<file path="src/tape_ctrl_pkg.sv">
/*
 * Shared constants and types of the tape controller host register port.
 * Assumes a single 40 MHz clock domain and the host bus pins of the board.
 */
// What this block does
// [RULE_01] Eight word-wide host registers carry all host to controller traffic.
// [RULE_02] Registers sit at even addresses 40H to 4EH in the fixed order.
// [RULE_03] Vector low byte is host vector, high byte carries controller flags.
// [RULE_04] A command word written by the host is accepted and executed; one written while the 32-entry FIFO is full is dropped and flagged.
// [RULE_05] Status register reports selected drive and controller state.
// [RULE_06] Second status bits 3 to 0 give retries of the last read or write.
// [RULE_07] Second status upper byte gives blocks or files passed in a skip.
// [RULE_08] Last register is master interrupt control gating host interrupts.
// [RULE_09] Controller issues drive address, track and motion commands to drive.
// [RULE_10] The selected drive returns status over the drive interface.
// [RULE_11] Decoder compares address bits 15 to 4 with straps, 15 to 7 low; the code compares bits 15 to 7 with base_strap too, not with zero.
// [RULE_12] By default bit 6 is expected high and bits 5 and 4 low.
// [RULE_13] Board-enable strap gates the decoder; disabled board ignores all.
// [RULE_14] Host loads DMA address and length before a transfer command.
package tape_ctrl_pkg;

	// ========================================
	// Register map
	localparam logic [7:0] REG_VECTOR = 8'h40;
	localparam logic [7:0] REG_COMMAND = 8'h42;
	localparam logic [7:0] REG_DMA_LOW = 8'h44;
	localparam logic [7:0] REG_DMA_HIGH = 8'h46;
	localparam logic [7:0] REG_DMA_LEN = 8'h48;
	localparam logic [7:0] REG_STATUS = 8'h4A;
	localparam logic [7:0] REG_COUNTS = 8'h4C;
	localparam logic [7:0] REG_MIC = 8'h4E;

	// ========================================
	// Reset values and field positions
	localparam logic [15:0] WORD_RESET = 16'h0000;
	localparam logic [7:0] VECTOR_RESET = 8'h00;
	localparam logic [11:0] BASE_STRAP_DEFAULT = 12'h004;
	localparam logic BOARD_ENABLE_DEFAULT = 1'b1;
	localparam int MIE_BIT = 0;
	localparam int FLAG_BUSY = 1;
	localparam int FLAG_CMDREJ = 2;
	localparam int FIFO_DEPTH = 32;
	localparam int WORD_WIDTH = 16;

	// ========================================
	// Command opcodes in the low byte of a command word
	localparam logic [7:0] OP_SELECT = 8'h0B;
	localparam logic [7:0] OP_TRACK = 8'h0E;
	localparam logic [7:0] OP_MOTION_FIRST = 8'h01;
	localparam logic [7:0] OP_MOTION_LAST = 8'h0A;

	// ========================================
	// Carriers
	typedef struct packed {
		logic rd;
		logic wr;
		logic [15:0] addr;
		logic [15:0] wdata;
	} host_bus_type;

	typedef struct packed {
		logic [7:0] high;
		logic [15:0] low;
		logic [15:0] length;
	} dma_param_type;

	typedef struct packed {
		logic [1:0] unit;
		logic [1:0] track;
		logic [3:0] motion;
	} drive_cmd_type;

endpackage

</file>
<file path="src/tape_ctrl_host_register_port.sv">
/*
 * Host register port of the cartridge tape controller with its command FIFO.
 * Assumes host bus pins and straps are asynchronous to clk and are
 * synchronised here; the controller core and drive logic run on clk.
 */
`timescale 1ns/1ps

// ========================================
// Command FIFO
module cmd_fifo #(
	parameter int WIDTH = 16,
	parameter int DEPTH = 32
) (
	// Clock and reset
	input wire logic clk,
	input wire logic rstn,
	// Filling side
	input wire logic in_valid,
	output logic in_ready,
	input wire logic [WIDTH-1:0] in_data,
	// Draining side
	output logic out_valid,
	input wire logic out_ready,
	output logic [WIDTH-1:0] out_data
);
	localparam int AW = $clog2(DEPTH);
	logic [WIDTH-1:0] mem [DEPTH];
	logic [AW-1:0] wr_ptr, rd_ptr, next_wr_ptr, next_rd_ptr;
	logic [AW:0] count, next_count;
	logic push, pop;

	always_comb begin
		in_ready = (count != (AW+1)'(DEPTH));
		out_valid = (count != '0);
		out_data = mem[rd_ptr];
		push = in_valid && in_ready;
		pop = out_valid && out_ready;
		next_wr_ptr = push ? wr_ptr + 1'b1 : wr_ptr;
		next_rd_ptr = pop ? rd_ptr + 1'b1 : rd_ptr;
		next_count = count + (AW+1)'(push) - (AW+1)'(pop);
	end

	always_ff @(posedge clk) begin
		if (!rstn) begin
			wr_ptr <= '0;
			rd_ptr <= '0;
			count <= '0;
		end else begin
			wr_ptr <= next_wr_ptr;
			rd_ptr <= next_rd_ptr;
			count <= next_count;
		end
	end

	always_ff @(posedge clk) begin
		if (push) begin
			mem[wr_ptr] <= in_data;
		end
	end
endmodule

// ========================================
// Register port
module tape_ctrl_host_register_port (
	// Clock and reset
	input wire logic clk,
	input wire logic rstn,
	// Host bus pins
	input wire logic [15:0] sys_addr,
	input wire logic sys_rd_n,
	input wire logic sys_wr_n,
	input wire logic [15:0] sys_wdata,
	output logic [15:0] sys_rdata,
	output logic sys_rdata_oe,
	// Board straps
	input wire logic [11:0] base_strap,
	input wire logic board_enable,
	// Controller core
	input wire logic [6:0] core_flags,
	input wire logic [3:0] retry_count,
	input wire logic [7:0] skip_count,
	input wire logic core_irq_req,
	output logic host_irq,
	output tape_ctrl_pkg::dma_param_type dma_param,
	output logic [15:0] core_cmd,
	output logic core_cmd_valid,
	input wire logic core_cmd_ready,
	// Drive interface
	output tape_ctrl_pkg::drive_cmd_type drive_cmd,
	output logic drive_cmd_strobe,
	input wire logic [11:0] drive_status
);

	function automatic logic in_range(input logic [7:0] op);
		in_range = (op >= tape_ctrl_pkg::OP_MOTION_FIRST) &&
			(op <= tape_ctrl_pkg::OP_MOTION_LAST);
	endfunction

	// ========================================
	// Synchronisers
	tape_ctrl_pkg::host_bus_type bus_s1, bus_s2, bus_raw;
	logic [11:0] strap_s1, strap_s2, dstat_s1, dstat_s2;
	logic en_s1, en_s2, wr_d, rd_d;

	assign bus_raw = '{rd: !sys_rd_n, wr: !sys_wr_n, addr: sys_addr,
		wdata: sys_wdata};

	always_ff @(posedge clk) begin
		if (!rstn) begin
			bus_s1 <= '0;
			bus_s2 <= '0;
			strap_s1 <= tape_ctrl_pkg::BASE_STRAP_DEFAULT;
			strap_s2 <= tape_ctrl_pkg::BASE_STRAP_DEFAULT;
			en_s1 <= tape_ctrl_pkg::BOARD_ENABLE_DEFAULT;
			en_s2 <= tape_ctrl_pkg::BOARD_ENABLE_DEFAULT;
			dstat_s1 <= '0;
			dstat_s2 <= '0;
			wr_d <= 1'b0;
			rd_d <= 1'b0;
		end else begin
			bus_s1 <= bus_raw;
			bus_s2 <= bus_s1;
			strap_s1 <= base_strap;
			strap_s2 <= strap_s1;
			en_s1 <= board_enable;
			en_s2 <= en_s1;
			dstat_s1 <= drive_status;
			dstat_s2 <= dstat_s1; // RULE_10
			wr_d <= bus_s2.wr;
			rd_d <= bus_s2.rd;
		end
	end

	// ========================================
	// Address decode
	// Straps are taken once, in the first cycles after reset, because a
	// strap that moved under a running host would relocate the board.
	logic [11:0] base, next_base;
	logic board_on, next_board_on, strap_done, next_strap_done;
	logic [1:0] strap_wait, next_strap_wait;
	logic hit, wr_take, rd_active;
	logic [3:0] reg_ofs;

	always_comb begin
		next_strap_wait = strap_wait;
		next_strap_done = strap_done;
		next_base = base;
		next_board_on = board_on;
		if (!strap_done) begin
			next_strap_wait = strap_wait + 2'h1;
			if (strap_wait == 2'h3) begin
				next_base = strap_s2;
				next_board_on = en_s2;
				next_strap_done = 1'b1;
			end
		end
	end

	always_ff @(posedge clk) begin
		if (!rstn) begin
			base <= tape_ctrl_pkg::BASE_STRAP_DEFAULT; // RULE_11 RULE_12
			board_on <= tape_ctrl_pkg::BOARD_ENABLE_DEFAULT;
			strap_done <= 1'b0;
			strap_wait <= 2'h0;
		end else begin
			base <= next_base;
			board_on <= next_board_on;
			strap_done <= next_strap_done;
			strap_wait <= next_strap_wait;
		end
	end

	always_comb begin
		reg_ofs = bus_s2.addr[3:0];
		hit = strap_done && board_on && // RULE_13
			(bus_s2.addr[15:4] == base) && !bus_s2.addr[0]; // RULE_11
		wr_take = hit && bus_s2.wr && !wr_d;
		rd_active = hit && bus_s2.rd;
	end

	// ========================================
	// Host registers
	logic [7:0] vector, next_vector;
	logic [15:0] next_core_cmd;
	logic mie, next_mie, cmd_lost, next_cmd_lost;
	tape_ctrl_pkg::dma_param_type next_dma;
	logic fifo_in_ready, fifo_out_valid, cmd_push;
	logic [15:0] fifo_out_data;
	logic [7:0] flags_hi;
	logic [15:0] status_word, counts_word, next_rdata;
	logic next_oe, next_irq;

	assign cmd_push = wr_take && (reg_ofs == tape_ctrl_pkg::REG_COMMAND[3:0]);

	always_comb begin
		next_vector = vector;
		next_dma = dma_param;
		next_mie = mie;
		// A refused command stays flagged until the host rewrites the
		// vector; a new refusal in that cycle still wins.
		next_cmd_lost = cmd_lost;
		if (wr_take) begin
			case (reg_ofs)
			tape_ctrl_pkg::REG_VECTOR[3:0]: begin
				next_vector = bus_s2.wdata[7:0]; // RULE_03
				next_cmd_lost = 1'b0;
			end
			tape_ctrl_pkg::REG_DMA_LOW[3:0]: begin
				next_dma.low = bus_s2.wdata; // RULE_14
			end
			tape_ctrl_pkg::REG_DMA_HIGH[3:0]: begin
				next_dma.high = bus_s2.wdata[7:0];
			end
			tape_ctrl_pkg::REG_DMA_LEN[3:0]: begin
				next_dma.length = bus_s2.wdata;
			end
			tape_ctrl_pkg::REG_MIC[3:0]: begin
				next_mie = bus_s2.wdata[tape_ctrl_pkg::MIE_BIT]; // RULE_08
			end
			default: begin
			end
			endcase
		end
		if (cmd_push && !fifo_in_ready) begin
			next_cmd_lost = 1'b1;
		end
		next_irq = mie && core_irq_req; // RULE_08
	end

	always_comb begin
		flags_hi = {1'b0, core_flags};
		flags_hi[tape_ctrl_pkg::FLAG_BUSY] =
			core_flags[tape_ctrl_pkg::FLAG_BUSY] || fifo_out_valid;
		flags_hi[tape_ctrl_pkg::FLAG_CMDREJ] =
			core_flags[tape_ctrl_pkg::FLAG_CMDREJ] || cmd_lost;
		status_word = {drive_cmd.track, drive_cmd.unit, dstat_s2}; // RULE_05
		counts_word = {skip_count, 4'h0, retry_count}; // RULE_06 RULE_07
		next_oe = rd_active;
		next_rdata = sys_rdata;
		if (rd_active) begin
			case (reg_ofs) // RULE_01 RULE_02
			tape_ctrl_pkg::REG_VECTOR[3:0]: next_rdata = {flags_hi, vector};
			tape_ctrl_pkg::REG_COMMAND[3:0]: next_rdata = core_cmd;
			tape_ctrl_pkg::REG_DMA_LOW[3:0]: next_rdata = dma_param.low;
			tape_ctrl_pkg::REG_DMA_HIGH[3:0]: begin
				next_rdata = {8'h00, dma_param.high};
			end
			tape_ctrl_pkg::REG_DMA_LEN[3:0]: next_rdata = dma_param.length;
			tape_ctrl_pkg::REG_STATUS[3:0]: next_rdata = status_word;
			tape_ctrl_pkg::REG_COUNTS[3:0]: next_rdata = counts_word;
			tape_ctrl_pkg::REG_MIC[3:0]: next_rdata = {15'h0000, mie};
			default: next_rdata = tape_ctrl_pkg::WORD_RESET;
			endcase
		end
	end

	always_ff @(posedge clk) begin
		if (!rstn) begin
			vector <= tape_ctrl_pkg::VECTOR_RESET;
			dma_param <= '0;
			mie <= 1'b0;
			cmd_lost <= 1'b0;
			sys_rdata <= tape_ctrl_pkg::WORD_RESET;
			sys_rdata_oe <= 1'b0;
			host_irq <= 1'b0;
		end else begin
			vector <= next_vector;
			dma_param <= next_dma;
			mie <= next_mie;
			cmd_lost <= next_cmd_lost;
			sys_rdata <= next_rdata;
			sys_rdata_oe <= next_oe;
			host_irq <= next_irq;
		end
	end

	// ========================================
	// Command path to the core and the drive
	cmd_fifo #(
		.WIDTH(tape_ctrl_pkg::WORD_WIDTH),
		.DEPTH(tape_ctrl_pkg::FIFO_DEPTH)
	) u_cmd_fifo (
		.clk(clk),
		.rstn(rstn),
		.in_valid(cmd_push), // RULE_04
		.in_ready(fifo_in_ready),
		.in_data(bus_s2.wdata),
		.out_valid(fifo_out_valid),
		.out_ready(core_cmd_ready),
		.out_data(fifo_out_data)
	);

	tape_ctrl_pkg::drive_cmd_type next_drive_cmd;
	logic pop, next_cmd_valid, next_strobe;
	logic [7:0] op;

	always_comb begin
		pop = fifo_out_valid && core_cmd_ready;
		op = fifo_out_data[7:0];
		next_core_cmd = core_cmd;
		next_cmd_valid = pop;
		next_drive_cmd = drive_cmd;
		next_strobe = 1'b0;
		if (pop) begin
			next_core_cmd = fifo_out_data; // RULE_04
			if (op == tape_ctrl_pkg::OP_SELECT) begin
				next_drive_cmd.unit = fifo_out_data[9:8]; // RULE_09
				next_strobe = 1'b1;
			end else if (op == tape_ctrl_pkg::OP_TRACK) begin
				next_drive_cmd.track = fifo_out_data[9:8]; // RULE_09
				next_strobe = 1'b1;
			end else if (in_range(op)) begin
				next_drive_cmd.motion = op[3:0]; // RULE_09
				next_strobe = 1'b1;
			end
		end
	end

	always_ff @(posedge clk) begin
		if (!rstn) begin
			core_cmd <= tape_ctrl_pkg::WORD_RESET;
			core_cmd_valid <= 1'b0;
			drive_cmd <= '0;
			drive_cmd_strobe <= 1'b0;
		end else begin
			core_cmd <= next_core_cmd;
			core_cmd_valid <= next_cmd_valid;
			drive_cmd <= next_drive_cmd;
			drive_cmd_strobe <= next_strobe;
		end
	end
endmodule

</file>
<file path="config.mk">
export PLATFORM = sky130hd
export DESIGN_NAME = tape_ctrl_host_register_port
export DESIGN_NICKNAME = d
export VERILOG_FILES = /design/src/tape_ctrl_pkg.sv /design/src/tape_ctrl_host_register_port.sv
export SDC_FILE = /design/constraint.sdc
export NUM_CORES = 1
export LEC_CHECK = 0
export ABC_AREA = 1
export BUFFER_PORTS_ARGS = -buffer_cell sky130_fd_sc_hd__buf_2
export CAP_MARGIN = 20
export CORE_MARGIN = 2
export CORE_UTILIZATION = 55
export DETAILED_ROUTE_END_ITERATION = 16
export GPL_TIMING_DRIVEN = 0
export PLACE_DENSITY_LB_ADDON = 0.1
export SYNTH_ARGS = -nofsm -noshare
export SYNTH_HDL_FRONTEND = slang
export SYNTH_SLANG_ARGS = --single-unit
</file>
<file path="constraint.sdc">
create_clock -name clk -period 8.17 [get_ports clk]
set_clock_uncertainty 0.15 [all_clocks]
set_input_delay 2.451 -clock clk [delete_from_list [all_inputs] [get_ports clk]]
set_output_delay 2.451 -clock clk [all_outputs]
set_load 0.05 [all_outputs]
</file>
== Word level (Yosys, flattened, before mapping) ==
Memory sizes are Yosys's and may differ from the RTL's. A register that Yosys moved wholly into a read port is not among the register bits.
Index checks and enable logic that the tools add are counted.

* Latch bits: 0
* Register bits after elaboration: 245
* Memories kept: 1
* Memory bits (writable): 512
* ROM bits: 0

{| class="wikitable"
|+ Memories
! name !! depth !! bits a word !! rd ports !! clocked after Yosys merged registers in !! write ports !! line !! text
|-
| u_cmd_fifo.mem || 32 || 16 || 1 || 1 || 1 || tape_ctrl_host_register_port.sv:27 || <nowiki>logic [WIDTH-1:0] mem [DEPTH];</nowiki>
|}

* Eq/ne operators: 12
* Div/mod/pow operators: 0
* Bitwise logic cells: 3
* Add/sub/neg operators: 5
* Reduce and logical (&&, ||, !) cells: 34
* Shift operators: 0
* Multiplexer cells: 13
* Magnitude comparators: 2
* $mul: 0

{| class="wikitable"
|+ Operators by type and width
! operator !! number
|-
| 16-bit case mux with 8 select lines || 1
|-
| 2-bit AND reduction || 9
|-
| 4-bit equality test (second input constant) || 4
|-
| 8-bit by 4-bit equality test with 1-bit output (second input constant) || 2
|-
| 12-bit equality test || 1
|-
| 1-bit logical AND || 12
|-
| 5-bit by 1-bit adder with 5-bit output (second input constant) || 2
|-
| 1-bit two-way mux || 10
|-
| 5-bit two-way mux || 2
|-
| 4-bit by 3-bit equality test with 1-bit output (second input constant) || 2
|-
| 8-bit by 1-bit >= comparator with 1-bit output (second input constant) || 1
|-
| 8-bit by 4-bit <= comparator with 1-bit output (second input constant) || 1
|-
| 6-bit by 1-bit adder with 6-bit output || 1
|-
| 6-bit != test (second input constant) || 1
|-
| 6-bit nonzero test || 1
|-
| 6-bit by 1-bit subtractor with 6-bit output || 1
|-
| 1-bit zero test || 5
|-
| 4-bit by 2-bit equality test with 1-bit output (second input constant) || 1
|-
| 4-bit zero test || 1
|-
| 4-bit AND reduction || 1
|-
| 2-bit nonzero test || 2
|-
| 1-bit inverter || 3
|-
| 3-bit AND reduction || 1
|-
| 2-bit by 1-bit adder with 2-bit output (second input constant) || 1
|-
| other kinds (2) || 3
|}

== Depth between registers and ports, before layout ==
* Depth after elaboration: 9
* Mapped depth: 20
* Gate-level depth less buffers: 20

== Hierarchy ==
A second synthesis with hierarchy kept.

* Cell total of the unflattened synthesis: 3,086
* Area, all modules: 30,560.6 µm²

{| class="wikitable"
|+ Modules (own cells, without submodules)
! module !! instances !! seq. area each (µm²) !! area each (µm²) !! cells an instance
|-
| cmd_fifo || 1 || 15,795.1 || 21,933.5 || 1,896
|-
| tape_ctrl_host_register_port || 1 || 4,584.4 || 8,627.0 || 1,190
|}

== Worst setup path after synthesis ==
No wires, ideal clock.

* Path kind: input -> register
* Start point: input core_cmd_ready
* End point: register u_cmd_fifo.count[4]
* Data arrival time: 4.671 ns
* Setup slack: 3.230 ns
* Library setup time: 0.119 ns
* Path buffers: 2
* Stages on the path: 15
* Path through: nand2_1 inv_1 clkbuf_1 buf_1 ha_1 inv_1 ha_1 inv_1 fa_1 nor2_1 nor2_1 nor2_1 nor2_1 o21ai_0 a21oi_1

* Longest elaborated chain between the ends: 2

{| class="wikitable"
|+ RTL lines
! element !! line !! text
|-
| start: declaration || tape_ctrl_host_register_port.sv:87 || <nowiki>input wire logic core_cmd_ready,</nowiki>
|-
| 1-bit logical AND || - ||
|-
| net next_cmd_valid || tape_ctrl_host_register_port.sv:294 || <nowiki>logic pop, next_cmd_valid, next_strobe;</nowiki>
|-
| 6-bit by 1-bit subtractor with 6-bit output || tape_ctrl_host_register_port.sv:40 || <nowiki>next_count = count + (AW+1)'(push) - (AW+1)'(pop);</nowiki>
|-
| end signal: assignment || tape_ctrl_host_register_port.sv:51 || <nowiki>count <= next_count;</nowiki>
|-
| end: declaration || tape_ctrl_host_register_port.sv:29 || <nowiki>logic [AW:0] count, next_count;</nowiki>
|}

The timed path passes the listed nets, and every way through them passes these cells.
A chain may end at the register's enable or synchronous reset.

== Worst setup path in the final report ==
Same ends and word-level chain as after synthesis.

==> summary.md <==
The run finished with clean final reports. The logs give 42.45 mm for the wire length on met2 and 35 for the maximum number of pins on one net before global-route repair. The signal on the critical path passes through buf_2, nand2_1, inv_1, clkbuf_1, buf_1, ha_1, inv_1, ha_1, inv_1, fa_1, nor2_1, nor2_1, nor2_1, nor2_1, o21ai_0, a21oi_1. The library cells used most frequently in the layout, excluding fill and tap cells, are sky130_fd_sc_hd__nand2_1 (561), sky130_fd_sc_hd__edfxtp_1 (512), sky130_fd_sc_hd__o21ai_0 (251). Detailed-route via count: 22.41k. The final layout contains routed wiring with a total length of 90.53 mm. The fraction of synthesized cell area in xor and xnor cells was 0.2069%.

The leakage power total is 14.59 nW, and the number of standard cells after synthesis is 2746. STA puts the critical path data arrival time at 5.41 ns. The average cell area after synthesis came out at 10.79 um2. The number of failing setup endpoints in the final timing report was 0; the share of the clock period used by the worst path was 61.99%. The number of buffers and inverters on the critical path was 6; the number of global-route vias before repair was 21.72k. For this run the aggregate overflow at the end of global routing stands at 0.

TritonCTS built the clock tree. The first detailed-routing pass ran for 6 iterations. By area, the combinational part of the netlist is dominated by simple AND/OR/NAND/NOR gates.

The run gives 0 as the yosys synthesis warning count. For the maximum clock path buffer count, the log shows 3. The run gives 0.05350 mm2 as the placeable core area.

The detailed route wirelength on metal3 came out at 8.581 mm. The share of synthesized area spent on multiplexers is 0%. The tightest min-delay check is of the reg -> reg type.

Once the floorplan was initialized, standard cells occupied 55.38% of the core. Leaving out fill and tap cells, the most frequent cell in the layout is sky130_fd_sc_hd__nand2_1. Category of the worst setup path launch point: an input pin. For the initial antenna violation count, the log shows 0.

The type of the worst setup path was in -> reg. The antenna violation net count after detailed routing was 0. The fraction of the mapped netlist area in compound gates is 8.911%. The total number of nets in the final design was 3127. The tools report the number of maximum-capacitance violations as 0. The critical path's top delay family is buffers and inverters. The measured slew at the worst slew-check pin is 1.074 ns, and the count of pins over their slew limit is 0.

The final-layout setup total negative slack is 0 ns. The detailed router finished its first iteration with 2641 violations. Port buffering added 165 buffers. Sequential elements use 68.79% of the synthesized area. The netlist uses 47 different library cells. The setup slack of the most critical reg-to-reg path is 4.16 ns, and the largest stage delay on the critical path is 0.44 ns.

The run gives 0.05574 mm2 as the area enclosed by the die boundary. In this run, CTS created clock tree buffers numbering 76. The uppermost signal routing layer after detailed routing was met4. Dividing the detail-routed wire length by the instance count gives 23.92 um. Of all nets on the critical path, the largest fanout is 10. The number of placed cells counting well taps is 3637.

Clock tree synthesis found a total of 762 sinks. The clock reaches the later pin of the worst-skew pair after 0.63 ns. The post-CTS repair timing setup buffer count is 0, and the area overhead of the layout relative to synthesis is 17.10%. The height of the die works out to 236.1 um. The synthesized netlist devotes 16.01% of its cell area to simple gates. In this run, synthesis produced a sequential element count of 762.

Cells with a size suffix above 1 make up 14.25% of the layout. Setup repair after global routing left no endpoint under its margin. The run gives 8.52 ns as the required time of the critical path. The worst-case vdd ir drop is 0.1605 mV. The category of the worst setup path capture point was a flip-flop. The power density over the cells was 265.8 mW/mm2; the number of endpoints with negative hold slack in the final report was 0.

For the weighted congestion reported at the end of routability-driven placement, the log shows 0.9301. The worst-path cell with the longest stage delay is sky130_fd_sc_hd__buf_1. The clock tree synthesis step divided the H-tree into 3 levels. After filler insertion, the fill cell instance count of the layout stands at 4188.

After detailed routing, the number of remaining DRC violations is 0. For this run, the total global-route usage over all layers was measured as 32.42%. Peak clock frequency supported by timing: 197.5 MHz. Post-CTS repair changed the size of 0 cells. In this run, post-CTS hold repair placed 0 buffers. The cell that appears most often on the critical path is sky130_fd_sc_hd__nor2_1.

For the count of pins on the block boundary, the log shows 166. The tree is rooted in a sky130_fd_sc_hd__clkbuf_16. Clock-pin slew was measured on the worst setup and hold paths at 0.06 ns. Average via count per standard cell: 5.923. The number of diodes was 0; the global-route wire length before repair was 133.9 mm.

The top flip-flop cell by instance count after synthesis is sky130_fd_sc_hd__edfxtp_1. In the synthesized netlist the async set-or-reset flop fraction comes to 0%. Summing the areas of all fa, ha and maj instances in the mapped netlist gives 0.7010% of the synthesized area.

The run gives 2844 as the post-synthesis net count. The detailed router put a total of 35.32 mm of wire on met1. The die span in x is 236.1 um. The tools report the post-synthesis instance area as 0.02963 mm2. Counting flops with a built-in enable in the synthesized netlist gives 512. The logs give 85 for the standard-cell row count and 28.29% for the relative max-transition margin.

For the sum of net half-perimeters after detailed placement, the log shows 60.61 mm. The final instance count without filler cells was 3784. The worst path needs 5.064 ns of the cycle, external delays included.
## flip-flops by register name (all words and copies together), names as in the netlist, 2 cells and up, named ones only
signal and count:
strap_s1 12, sys_rdata 16, drive_cmd 8, bus_s1 34, bus_s2 34, vector 8
dma_param 40, u_cmd_fifo.wr_ptr 5, u_cmd_fifo.mem 512, u_cmd_fifo.count 6, strap_wait 2, dstat_s1 12
strap_s2 12, base 12, dstat_s2 12, core_cmd 16, u_cmd_fifo.rd_ptr 5
## worst paths after layout
check	from	endpoint	cells after the start
hold reg to reg	bus_s1[27]	bus_s2[27]	2
hold / removal	bus_s1[27]	bus_s2[27]	2
setup / recovery	core_cmd_ready	u_cmd_fifo.count[4]	16
setup reg to reg	u_cmd_fifo.count[2]	u_cmd_fifo.count[4]	18
## cell usage after synthesis (3+ instances only)
cell type / instances / area [um2]
sky130_fd_sc_hd__nand2_1: 561 / 2106
sky130_fd_sc_hd__edfxtp_1: 512 / 15370
sky130_fd_sc_hd__nor2_1: 270 / 1013
sky130_fd_sc_hd__o21ai_0: 251 / 1256
sky130_fd_sc_hd__dfxtp_1: 250 / 5005
sky130_fd_sc_hd__nand3_1: 247 / 1236
sky130_fd_sc_hd__inv_1: 200 / 750.7
sky130_fd_sc_hd__a21oi_1: 78 / 390.4
sky130_fd_sc_hd__clkbuf_1: 72 / 270.3
sky130_fd_sc_hd__o22ai_1: 51 / 319.1
sky130_fd_sc_hd__buf_2: 43 / 215.2
sky130_fd_sc_hd__o221ai_1: 21 / 183.9
sky130_fd_sc_hd__buf_4: 19 / 142.6
sky130_fd_sc_hd__nand4_1: 18 / 112.6
sky130_fd_sc_hd__ha_1: 15 / 187.7
sky130_fd_sc_hd__o21ai_1: 13 / 65.06
sky130_fd_sc_hd__buf_6: 12 / 135.1
sky130_fd_sc_hd__a22o_1: 11 / 96.34
sky130_fd_sc_hd__or2_2: 11 / 68.82
sky130_fd_sc_hd__a221oi_1: 9 / 78.83
sky130_fd_sc_hd__a32o_1: 9 / 90.09
sky130_fd_sc_hd__buf_1: 9 / 33.78
sky130_fd_sc_hd__nor3_1: 7 / 35.03
sky130_fd_sc_hd__o211a_1: 7 / 70.07
sky130_fd_sc_hd__nor4_1: 5 / 31.28
sky130_fd_sc_hd__inv_2: 4 / 15.01
sky130_fd_sc_hd__nor2_2: 4 / 25.02
sky130_fd_sc_hd__o211ai_1: 4 / 30.03
sky130_fd_sc_hd__xnor2_1: 4 / 35.03
sky130_fd_sc_hd__clkinv_1: 3 / 11.26
sky130_fd_sc_hd__nand2_2: 3 / 18.77
sky130_fd_sc_hd__xor2_1: 3 / 26.28
## cell type report
| type | instances | area (um2) | share of cell area (%) |
|---|---|---|---|
| Timing Repair Buffer | 205 | 1764 | 5.085 |
| Multi-Input combinational cell | 1620 | 7770 | 22.40 |
| Buffer | 156 | 812.0 | 2.341 |
| Sequential cell | 762 | 20380 | 58.74 |
| Inverter | 208 | 783.3 | 2.258 |
| Clock buffer | 107 | 2090 | 6.023 |
| Tap cell | 696 | 870.8 | 2.510 |
| Clock inverter | 30 | 222.7 | 0.6420 |
## metrics by stage
stage | util [%] | hold WS (ns) | total power, W | cell area, um2 | worst slack [ns]
2_1_floorplan | - | 0.2405 | 0.005361 | 29630 | 3.230
3_3_place_gp | 58.55 | 0.2443 | 0.005894 | 31320 | 2.639
3_5_place_dp | 60.08 | 0.2453 | 0.005935 | 32140 | 2.569
4_1_cts | 64.41 | 0.2581 | 0.009188 | 34450 | 3.206
5_1_grt | 64.85 | 0.2802 | 0.009537 | 34690 | 2.899
6_report | 64.85 | 0.2539 | 0.009222 | 34690 | 3.106
## cell families (layout without fill, tap and decap cells)
logic type,count (synthesis),in the layout
DFF,762,762
buffers and inverters,364,706
AOI/OAI and AO/OA,462,462
and+or+nand+nor,1135,1135
adders and majority gates,16,16
xor gates and xnor gates,7,7
## tightest hold or removal path, stage by stage (launching register included)
cell                      delay (ns)
sky130_fd_sc_hd__dfxtp_1        0.30
sky130_fd_sc_hd__nand2_1        0.04
sky130_fd_sc_hd__inv_1          0.04
## report_power, final
| group | internal [W] | switching [W] |
|---|---|---|
| clock network | 0.00185 | 0.00146 |
| registers | 0.00418 | 0.0000809 |
| logic | 0.000483 | 0.00116 |
## routing by layer
layer,vias up,track usage [%]
met5,-,0
li1,10041,-
met4,0,15.90
met3,223,5.020
met1,10817,43.65
met2,1332,51.78
No activity file was read; power rests on OpenSTA's default activity.
